**src/verilog/ssd_pkg.sv**
```systemverilog
`default_nettype none
package ssd_pkg;
    // record field positions
    localparam int SECURE_BIT      = 509;
    localparam int PA_MSB          = 479;
    localparam int PA_LSB          = 448;
    localparam int SPEED_MSB       = 447;
    localparam int SPEED_LSB       = 440;
    localparam int MOVE_MSB        = 439;
    localparam int MOVE_LSB        = 432;
    localparam int AU_MSB          = 431;
    localparam int AU_LSB          = 428;
    localparam int ERASE_CNT_MSB   = 423;
    localparam int ERASE_CNT_LSB   = 408;
    localparam int ERASE_TIME_MSB  = 407;
    localparam int ERASE_TIME_LSB  = 402;
    localparam int ERASE_OFS_MSB   = 401;
    localparam int ERASE_OFS_LSB   = 400;
    localparam int REC_W           = 512;
    // code limits
    localparam logic [7:0] SPEED_MAX_CODE  = 8'h03;
    localparam logic [7:0] MOVE_UNDEF      = 8'h00;
    localparam logic [7:0] MOVE_UNLIMITED  = 8'hff;
    localparam logic [3:0] AU_UNDEF        = 4'h0;
    localparam logic [3:0] AU_MAX_CODE     = 4'h9;
    localparam logic [15:0] ERASE_CNT_NONE = 16'h0000;
    localparam logic [5:0] ERASE_TIME_NONE = 6'h00;
    // allocation unit length in KB at code 1
    localparam logic [12:0] AU_BASE_KB     = 13'h0010;
    localparam logic [1:0]  GRADE_STEP_SH  = 2'h1;
endpackage : ssd_pkg
`default_nettype wire

```
**src/verilog/ssd_mul.sv**
```systemverilog
`timescale 1ns/1ps
`default_nettype none
// registered product of protected-area size and unit
module ssd_mul
(
    input  wire logic        clk_i,
    input  wire logic        rst_i,
    input  wire logic        en_i,
    input  wire logic [31:0] a_i,
    input  wire logic [31:0] b_i,
    output logic      [63:0] p_o
);
    typedef struct packed
    {
        logic [63:0] p;
    } ssd_mul_st_t;

    ssd_mul_st_t st_q;
    ssd_mul_st_t st_d;

    always_comb
    begin
        st_d = st_q;
        if (en_i)
        begin
            st_d.p = a_i * b_i;
        end
    end

    always_ff @(posedge clk_i or posedge rst_i)
    begin
        if (rst_i)
        begin
            st_q <= '0;
        end
        else
        begin
            st_q <= st_d;
        end
    end

    assign p_o = st_q.p;
endmodule : ssd_mul
`default_nettype wire

```
**src/verilog/ssd_status_decoder.sv**
```systemverilog
// Functional notes
// - bit 509 set means card runs in secure mode, clear means not.
// - standard capacity: protected area is size times multiplier times block length.
// - high capacity: protected area is the size field itself, in bytes.
// - speed codes 0..3 map to grades 0,2,4,6; codes 04h..FFh are reserved.
// - move code in 1 MB/s steps; 00h undefined, FFh unlimited.
// - allocation unit is 16KB shifted by code minus one; 0 undefined, Ah..Fh reserved.
// - erase count is units per timeout; 0000h means timeout not supported.
// - erase timeout code is 1..63 seconds; 00 means not supported.
// - erase offset 0..3 s, meaningless when erase count and timeout are zero.
// - speed code sits at record bits 447:440.
// - allocation unit code sits at record bits 431:428.
// - protected-area size sits at record bits 479:448.
// - erase count 423:408, timeout 407:402, offset 401:400.
`timescale 1ns/1ps
`default_nettype none
module ssd_status_decoder
(
    input  wire logic          REF_CLK_I,
    input  wire logic          SYS_RST_I,
    input  wire logic          REC_VALID_I,
    input  wire logic [511:0]  REC_DATA_I,
    input  wire logic          HIGH_CAP_I,
    input  wire logic [31:0]   CAPACITY_CAPACITY_MULTIPLIER_I,
    input  wire logic [31:0]   BLOCK_LENGTH_I,
    output logic               VALID_O,
    output logic               SECURE_OP_FLAG_O,
    output logic [31:0]        PROTECTED_AREA_SIZE_O,
    output logic [63:0]        PROTECTED_AREA_BYTES_O,
    output logic [7:0]         SPEED_CODE_O,
    output logic [3:0]         SPEED_GRADE_O,
    output logic               SPEED_RESERVED_O,
    output logic [7:0]         MOVE_RATE_MBPS_O,
    output logic               MOVE_UNDEF_O,
    output logic               MOVE_UNLIMITED_O,
    output logic [3:0]         ALLOC_UNIT_LENGTH_CODE_O,
    output logic [12:0]        ALLOC_UNIT_KB_O,
    output logic               ALLOC_UNIT_UNDEF_O,
    output logic               ALLOC_UNIT_RESERVED_O,
    output logic [15:0]        ERASE_AU_COUNT_O,
    output logic               ERASE_COUNT_UNSUPP_O,
    output logic [5:0]         ERASE_TIME_VALUE_O,
    output logic               ERASE_TIME_UNSUPP_O,
    output logic [1:0]         ERASE_TIME_OFFSET_O,
    output logic               ERASE_OFFSET_VALID_O
);
    typedef struct packed
    {
        logic        valid;
        logic        secure;
        logic [31:0] pa_size;
        logic [7:0]  speed;
        logic [3:0]  grade;
        logic        speed_rsv;
        logic [7:0]  move;
        logic        move_undef;
        logic        move_unl;
        logic [3:0]  au_code;
        logic [12:0] au_kb;
        logic        au_undef;
        logic        au_rsv;
        logic [15:0] erase_cnt;
        logic        erase_cnt_na;
        logic [5:0]  erase_time;
        logic        erase_time_na;
        logic [1:0]  erase_ofs;
        logic        erase_ofs_ok;
    } ssd_dec_st_t;

    ssd_dec_st_t st_q;
    ssd_dec_st_t st_d;
    logic [31:0] unit_w;
    logic [31:0] mul_b_w;
    logic [63:0] pa_prod_w;
    logic        secure_w;
    logic [31:0] pa_w;
    logic [7:0]  speed_w;
    logic [7:0]  move_w;
    logic [3:0]  au_w;
    logic [15:0] cnt_w;
    logic [5:0]  time_w;
    logic [1:0]  ofs_w;

    // =========================================================
    // field extraction
    // =========================================================
    // secure bit
    assign secure_w = REC_DATA_I[ssd_pkg::SECURE_BIT];

    assign pa_w = REC_DATA_I[ssd_pkg::PA_MSB:ssd_pkg::PA_LSB];

    assign speed_w = REC_DATA_I[ssd_pkg::SPEED_MSB:ssd_pkg::SPEED_LSB];

    assign move_w  = REC_DATA_I[ssd_pkg::MOVE_MSB:ssd_pkg::MOVE_LSB];

    assign au_w    = REC_DATA_I[ssd_pkg::AU_MSB:ssd_pkg::AU_LSB];

    assign cnt_w   = REC_DATA_I[ssd_pkg::ERASE_CNT_MSB:ssd_pkg::ERASE_CNT_LSB];
    assign time_w  = REC_DATA_I[ssd_pkg::ERASE_TIME_MSB:ssd_pkg::ERASE_TIME_LSB];
    assign ofs_w   = REC_DATA_I[ssd_pkg::ERASE_OFS_MSB:ssd_pkg::ERASE_OFS_LSB];

    // =========================================================
    // protected area
    // =========================================================
    // unit is multiplier times block length
    assign unit_w = 32'(CAPACITY_CAPACITY_MULTIPLIER_I * BLOCK_LENGTH_I);

    // high capacity scales by one, field counts bytes
    assign mul_b_w = HIGH_CAP_I ? 32'h1 : unit_w;

    ssd_mul u_mul
    (
        .clk_i (REF_CLK_I),
        .rst_i (SYS_RST_I),
        .en_i  (REC_VALID_I),
        .a_i   (pa_w),
        .b_i   (mul_b_w),
        .p_o   (pa_prod_w)
    );

    assign PROTECTED_AREA_BYTES_O = pa_prod_w;

    // =========================================================
    // decode
    // =========================================================
    always_comb
    begin
        st_d = st_q;

        if (REC_VALID_I)
        begin
            st_d.valid    = 1'b1;

            st_d.secure   = secure_w;

            st_d.pa_size  = pa_w;

            st_d.speed     = speed_w;
            st_d.speed_rsv = speed_w > ssd_pkg::SPEED_MAX_CODE;
            st_d.grade     = st_d.speed_rsv ? 4'h0 : 4'({2'h0, speed_w[1:0]} << ssd_pkg::GRADE_STEP_SH);

            // move rate, all ones is unlimited
            st_d.move       = move_w;
            st_d.move_undef = move_w == ssd_pkg::MOVE_UNDEF;
            st_d.move_unl   = move_w == ssd_pkg::MOVE_UNLIMITED;

            st_d.au_code  = au_w;
            st_d.au_undef = au_w == ssd_pkg::AU_UNDEF;
            st_d.au_rsv   = au_w > ssd_pkg::AU_MAX_CODE;
            st_d.au_kb    = (st_d.au_undef || st_d.au_rsv) ? 13'h0 :
                            13'(ssd_pkg::AU_BASE_KB << (au_w - 4'h1));

            st_d.erase_cnt    = cnt_w;
            st_d.erase_cnt_na = cnt_w == ssd_pkg::ERASE_CNT_NONE;

            st_d.erase_time    = time_w;
            st_d.erase_time_na = time_w == ssd_pkg::ERASE_TIME_NONE;

            st_d.erase_ofs    = ofs_w;
            st_d.erase_ofs_ok = !(st_d.erase_cnt_na && st_d.erase_time_na);
        end
    end

    // =========================================================
    // state register
    // =========================================================
    // synchronous clear
    always_ff @(posedge REF_CLK_I)
    begin
        if (SYS_RST_I)
        begin
            st_q <= '0;
        end
        else
        begin
            st_q <= st_d;
        end
    end

    // =========================================================
    // outputs
    // =========================================================
    assign VALID_O                  = st_q.valid;
    assign SECURE_OP_FLAG_O         = st_q.secure;
    assign PROTECTED_AREA_SIZE_O    = st_q.pa_size;
    assign SPEED_CODE_O             = st_q.speed;
    assign SPEED_GRADE_O            = st_q.grade;
    assign SPEED_RESERVED_O         = st_q.speed_rsv;
    assign MOVE_RATE_MBPS_O         = st_q.move;
    assign MOVE_UNDEF_O             = st_q.move_undef;
    assign MOVE_UNLIMITED_O         = st_q.move_unl;
    assign ALLOC_UNIT_LENGTH_CODE_O = st_q.au_code;
    assign ALLOC_UNIT_KB_O          = st_q.au_kb;
    assign ALLOC_UNIT_UNDEF_O       = st_q.au_undef;
    assign ALLOC_UNIT_RESERVED_O    = st_q.au_rsv;
    assign ERASE_AU_COUNT_O         = st_q.erase_cnt;
    assign ERASE_COUNT_UNSUPP_O     = st_q.erase_cnt_na;
    assign ERASE_TIME_VALUE_O       = st_q.erase_time;
    assign ERASE_TIME_UNSUPP_O      = st_q.erase_time_na;
    assign ERASE_TIME_OFFSET_O      = st_q.erase_ofs;
    assign ERASE_OFFSET_VALID_O     = st_q.erase_ofs_ok;
endmodule : ssd_status_decoder
`default_nettype wire

```
**config.mk**
```make
export PLATFORM = sky130hd
export DESIGN_NAME = ssd_status_decoder
export DESIGN_NICKNAME = d
export VERILOG_FILES = /design/src/verilog/ssd_pkg.sv /design/src/verilog/ssd_mul.sv /design/src/verilog/ssd_status_decoder.sv
export SDC_FILE = /design/constraint.sdc
export NUM_CORES = 2
export LEC_CHECK = 0
export ABC_AREA = 1
export BUFFER_PORTS_ARGS = -buffer_cell sky130_fd_sc_hd__buf_4
export CAP_MARGIN = 5
export CORE_MARGIN = 4
export CORE_UTILIZATION = 47
export CTS_BUF_LIST = sky130_fd_sc_hd__clkbuf_4 sky130_fd_sc_hd__clkbuf_8
export CTS_CLUSTER_DIAMETER = 30
export DETAILED_ROUTE_END_ITERATION = 6
export PLACE_DENSITY_LB_ADDON = 0.25
export SLEW_MARGIN = 20
export SYNTH_ARGS = -nofsm -noshare
export SYNTH_HDL_FRONTEND = slang
export SYNTH_SLANG_ARGS = --single-unit
```
**constraint.sdc**
```tcl
create_clock -name REF_CLK_I -period 3.97 [get_ports REF_CLK_I]
set_input_delay 0.1985 -clock REF_CLK_I [delete_from_list [all_inputs] [get_ports REF_CLK_I]]
set_output_delay 0.1985 -clock REF_CLK_I [all_outputs]
set_load 0.02 [all_outputs]
```
==> impl_results.html <==
<table>
<tr><th>Metric</th><th>Value</th></tr>
<tr><th colspan="2">Cells and area</th></tr>
<tr><td>Filler cells</td><td>roughly 10000</td></tr>
<tr><td>Layout cells sized above 1</td><td>between 20% and 30%</td></tr>
<tr><td>Post-route standard cell area excluding fillers</td><td>about 75000 um^2</td></tr>
<tr><td>Synth-to-Final Area Change</td><td>32.3%</td></tr>
<tr><td>Total Nets Final</td><td>roughly 11000</td></tr>
<tr><th colspan="2">Run</th></tr>
<tr><td>MaxCap Viol Count</td><td>0</td></tr>
<tr><th colspan="2">Clock network</th></tr>
<tr><td>Number of buffers created by CTS</td><td>17</td></tr>
<tr><td>CTS tree</td><td>yes</td></tr>
<tr><td>Depth of the CTS H-tree</td><td>4</td></tr>
<tr><td>CTS root buf</td><td>sky130_fd_sc_hd__clkbuf_8</td></tr>
<tr><td>Source-to-sink clock delay at the later pin of the worst-skew pair</td><td>~0.5 ns</td></tr>
<tr><td>Deepest clock path buffer count</td><td>2</td></tr>
<tr><td>Clock transition time at the flip-flop clock pins of the worst setup and hold paths</td><td>0.14 ns</td></tr>
<tr><td>Sinks on the clock net</td><td>161</td></tr>
<tr><th colspan="2">STA</th></tr>
<tr><td>Maximum clock rate</td><td>83.1 MHz</td></tr>
<tr><td>Worst clock skew</td><td>0 ns</td></tr>
<tr><td>Final worst slack</td><td>-8.06 ns</td></tr>
<tr><td>Slew at the pin closest to its max-slew limit</td><td>between 1 and 1.5 ns</td></tr>
<tr><td>Number of setup violations in the final report</td><td>61</td></tr>
<tr><td>Share of the clock period used by the worst path after layout</td><td>303%</td></tr>
<tr><td>Min Clock Period, post-route</td><td>12.03 ns</td></tr>
<tr><td>Number of slew-limit violations in the final report</td><td>0</td></tr>
<tr><td>Setup repair after global routing missed its margin</td><td>yes</td></tr>
<tr><td>Fin Setup TNS</td><td>-419.45 ns</td></tr>
<tr><td>Final Hold Viols</td><td>0</td></tr>
<tr><td>Max transition margin</td><td>about 29%</td></tr>
<tr><th colspan="2">Yosys</th></tr>
<tr><td>Per-instance average area after synthesis</td><td>between 7 and 8 um^2</td></tr>
<tr><td>Sequential fraction of the synthesis area</td><td>roughly 6.3%</td></tr>
<tr><td>Main flop type after synthesis</td><td>sky130_fd_sc_hd__dfxtp_1</td></tr>
<tr><td>Post-synthesis instance area</td><td>roughly 56000 um^2</td></tr>
<tr><td>Library cells used by synthesis</td><td>52</td></tr>
<tr><td>Number of synthesized flops with an enable pin</td><td>0</td></tr>
<tr><td>Yosys warnings</td><td>0</td></tr>
<tr><td>Post-synth top area cell</td><td>sky130_fd_sc_hd__fa_1</td></tr>
<tr><td>Ys async rst share</td><td>39.8%</td></tr>
<tr><td>Leading post-synthesis cells by cell area</td><td>sky130_fd_sc_hd__fa_1, sky130_fd_sc_hd__inv_1, sky130_fd_sc_hd__nand2_1</td></tr>
<tr><td>Post-synthesis cell count</td><td>7120</td></tr>
<tr><td>Count of state elements after synthesis</td><td>between 150 and 200</td></tr>
<tr><td>Area share of the largest cell type after synthesis</td><td>approximately 46%</td></tr>
<tr><th colspan="2">Global route</th></tr>
<tr><td>Antenna violations before repair</td><td>8</td></tr>
<tr><td>Met1 Usage GRT</td><td>approximately two fifths</td></tr>
<tr><td>GRT overflow</td><td>0</td></tr>
<tr><td>Pin count of the biggest net entering global routing</td><td>~110</td></tr>
<tr><td>Vias in the first global route</td><td>roughly 55000</td></tr>
<tr><td>Met2 track utilization from global routing</td><td>around 55%</td></tr>
<tr><td>Combined global-route utilization of all metal layers</td><td>between 30% and 40%</td></tr>
<tr><td>Wire length of the first global-routing pass</td><td>~320000 um</td></tr>
<tr><td>M3 GR Usage</td><td>under 10%</td></tr>
<tr><td>Most crowded layer after global routing</td><td>met2</td></tr>
<tr><th colspan="2">Critical path</th></tr>
<tr><td>Slowest stage cell on the critical path</td><td>sky130_fd_sc_hd__fa_2</td></tr>
<tr><td>Critical path required time</td><td>4.39 ns</td></tr>
<tr><td>Startpoint type of the worst setup path</td><td>input port</td></tr>
<tr><td>Capturing element type of the critical path</td><td>flip-flop</td></tr>
<tr><td>Arrival time worst endpoint</td><td>12.45 ns</td></tr>
<tr><td>Start-to-end type of the worst setup path</td><td>input port to flip-flop</td></tr>
<tr><td>Max stage delay on crit path</td><td>roughly 0.62 ns</td></tr>
<tr><td>Critical path peak fanout</td><td>6</td></tr>
<tr><td>Cell repeated most along the worst path</td><td>sky130_fd_sc_hd__fa_1</td></tr>
<tr><th colspan="2">Outcome</th></tr>
<tr><td>Result of the run</td><td>complete, but fails checks</td></tr>
<tr><td>Failing checks</td><td>setup timing</td></tr>
<tr><th colspan="2">Die</th></tr>
<tr><td>Floorplan die width</td><td>around 350 um</td></tr>
<tr><td>Number of core rows</td><td>about 130</td></tr>
<tr><td>Number of primary I/O pins</td><td>747</td></tr>
<tr><td>Full die area</td><td>about 130000 um^2</td></tr>
<tr><td>Chip Height</td><td>roughly 350 um</td></tr>
<tr><td>Core footprint</td><td>119000 um^2</td></tr>
<tr><td>Effective utilization at floorplan</td><td>47.6%</td></tr>
<tr><th colspan="2">Placed design</th></tr>
<tr><td>Detailed Place HPWL</td><td>roughly 170000 um</td></tr>
<tr><td>Area after DPL</td><td>approximately 68000 um^2</td></tr>
<tr><td>Worst setup slack before clock tree synthesis</td><td>-8.70 ns</td></tr>
<tr><td>Port bufs</td><td>305</td></tr>
<tr><td>Routability Congestion</td><td>between 0.9 and 1</td></tr>
<tr><th colspan="2">Routing</th></tr>
<tr><td>Detailed Route WL</td><td>roughly 210000 um</td></tr>
<tr><td>DR iter-0 viols</td><td>between 3000 and 4000</td></tr>
<tr><td>Detailed-route DRC error count</td><td>0</td></tr>
<tr><td>Detailed-router iteration count before antenna repair</td><td>6</td></tr>
<tr><td>Via count</td><td>51943</td></tr>
<tr><td>Antenna-violating nets left</td><td>0</td></tr>
<tr><td>Average vias per placed instance</td><td>~5.3</td></tr>
<tr><td>Routed length per instance</td><td>~21 um</td></tr>
<tr><th colspan="2">Hold path</th></tr>
<tr><td>Worst min-delay path class</td><td>input port to flip-flop</td></tr>
</table>
routing by layer:
layer	vias up	part of all wire, %
met2	2369	48
met4	10	5.9
met5	-	0.027
met1	26070	38
li1	22962	-
met3	532	8.2
per-stage QoR:
stage / instances / util, % / hold WS (ns)
after floorplan: 7125 / - / 0.333
after global placement: 9613 / 57.2 / 0.422
after detailed placement: 9613 / 57.2 / 0.435
after CTS: 9788 / 61.2 / 0.00122
after global routing: 9854 / 63.0 / 0.00554
final: 9854 / 63.0 / 0.0236
path summary, 6_finish.rpt:
path                                                     from                 end  slack [ns]  cells after the start
max in group asynchronous                           SYS_RST_I       u_mul.p_o[59]        2.93                      3
hold / removal                                      SYS_RST_I  ALLOC_UNIT_KB_O[5]        0.02                      2
setup / recovery           CAPACITY_CAPACITY_MULTIPLIER_I[13]       u_mul.p_o[44]       -8.06                     51
setup reg to reg                                u_mul.p_o[32]       u_mul.p_o[32]        3.15                      2
hold reg to reg                            ALLOC_UNIT_KB_O[9]  ALLOC_UNIT_KB_O[9]        0.47                      2
min in group asynchronous                           SYS_RST_I       u_mul.p_o[19]        0.03                      2
cell type report:
| type | instances | area, um^2 | share of cell area, % |
|---|---|---|---|
| tap | 1600 | 2000 | 2.68 |
| multi-input combinational | 4668 | 48400 | 64.8 |
| sequential | 161 | 3540 | 4.75 |
| clock buffer | 17 | 234 | 0.313 |
| timing repair buffer | 1473 | 13000 | 17.5 |
| inverter | 1918 | 7260 | 9.73 |
| clock inverter | 15 | 176 | 0.236 |
| antenna | 2 | 5.00 | 0.00670 |
layout by cell type, fill, tap and decap left out, types with 29 or more instances in the layout:
master	synthesis	layout
sky130_fd_sc_hd__inv_1	1903	1759
sky130_fd_sc_hd__nand2_1	1565	1427
sky130_fd_sc_hd__fa_1	1304	1227
sky130_fd_sc_hd__buf_4	17	1194
sky130_fd_sc_hd__nor2_1	486	395
sky130_fd_sc_hd__ha_1	388	276
sky130_fd_sc_hd__nand4_1	221	221
sky130_fd_sc_hd__inv_2	8	135
sky130_fd_sc_hd__buf_6	1	128
sky130_fd_sc_hd__a21oi_1	170	110
sky130_fd_sc_hd__ha_4	0	110
sky130_fd_sc_hd__dfxtp_1	97	97
sky130_fd_sc_hd__nand2_2	7	96
sky130_fd_sc_hd__o21ai_0	155	95
sky130_fd_sc_hd__nand3_1	123	82
sky130_fd_sc_hd__buf_12	1	79
sky130_fd_sc_hd__fa_2	0	77
sky130_fd_sc_hd__dfrtp_1	64	64
sky130_fd_sc_hd__nor2_4	10	57
sky130_fd_sc_hd__nand2_4	1	48
sky130_fd_sc_hd__nor2_2	1	45
sky130_fd_sc_hd__dlygate4sd3_1	0	42
sky130_fd_sc_hd__a31oi_1	47	37
sky130_fd_sc_hd__a21oi_2	1	32
sky130_fd_sc_hd__o21ai_1	6	31
sky130_fd_sc_hd__nand3_2	9	31
sky130_fd_sc_hd__a21oi_4	0	29
repair_timing:
action                                  in CTS  in global routing
buffers inserted                            99                 67
hold buffers                                42                  0
resized for setup                          713                419
endpoints found under the setup margin      61                 61
gates cloned                                12                  1
endpoints found under the hold margin       46                  0
pin swaps                                  292                325
synth_stat cells, drive strengths merged (12+ instances only):
| library cell | n |
|---|---|
| nand2 | 1573 |
| nand3b | 12 |
| o21bai | 17 |
| inv | 1911 |
| nor2 | 497 |
| nand4 | 221 |
| dfxtp | 97 |
| ha | 388 |
| xnor2 | 15 |
| clkbuf | 291 |
| or2 | 26 |
| a21oi | 171 |
| xor2 | 23 |
| nand3 | 133 |
| nor3 | 27 |
| a31oi | 47 |
| buf | 87 |
| fa | 1304 |
| dfrtp | 64 |
| o21ai | 162 |
worst max-delay path: cells and delay by family:
family,cells,cell delay (ns)
adders and majority gates,18,8.83
and+or+nand+nor,19,2.27
buffers and inverters,13,0.97
AOI/OAI and AO/OA,1,0.16
logic make-up (layout without fill, tap and decap cells):
group                      count (synthesis)  count (layout)  share of synthesized area (%)
AOI/OAI and AO/OA                        431             431                           4.19
xor gates and xnor gates                  38              38                          0.590
adders and majority gates               1692            1692                           54.9
buffers and inverters                   2296            3423                           15.5
DFF                                      161             161                           6.28
other                                      1               8                        0.00665
and+or+nand+nor                         2501            2501                           18.5
state kept, by name, summed over array words and instances (netlist names):
| register | cells |
|---|---|
| ERASE_OFFSET_VALID_O | 1 |
| SPEED_GRADE_O | 2 |
| PROTECTED_AREA_SIZE_O | 32 |
| SPEED_CODE_O | 8 |
| ERASE_COUNT_UNSUPP_O | 1 |
| ALLOC_UNIT_UNDEF_O | 1 |
| SECURE_OP_FLAG_O | 1 |
| MOVE_UNLIMITED_O | 1 |
| ALLOC_UNIT_KB_O | 9 |
| ERASE_TIME_UNSUPP_O | 1 |
| ERASE_TIME_OFFSET_O | 2 |
| u_mul.p_o | 64 |
| MOVE_UNDEF_O | 1 |
| ALLOC_UNIT_LENGTH_CODE_O | 4 |
| ERASE_AU_COUNT_O | 16 |
| ALLOC_UNIT_RESERVED_O | 1 |
| MOVE_RATE_MBPS_O | 8 |
| ERASE_TIME_VALUE_O | 6 |
| VALID_O | 1 |
| SPEED_RESERVED_O | 1 |
Power is not shown: default switching activity piles up to over one toggle a cycle in this logic, so the estimate is an artifact.
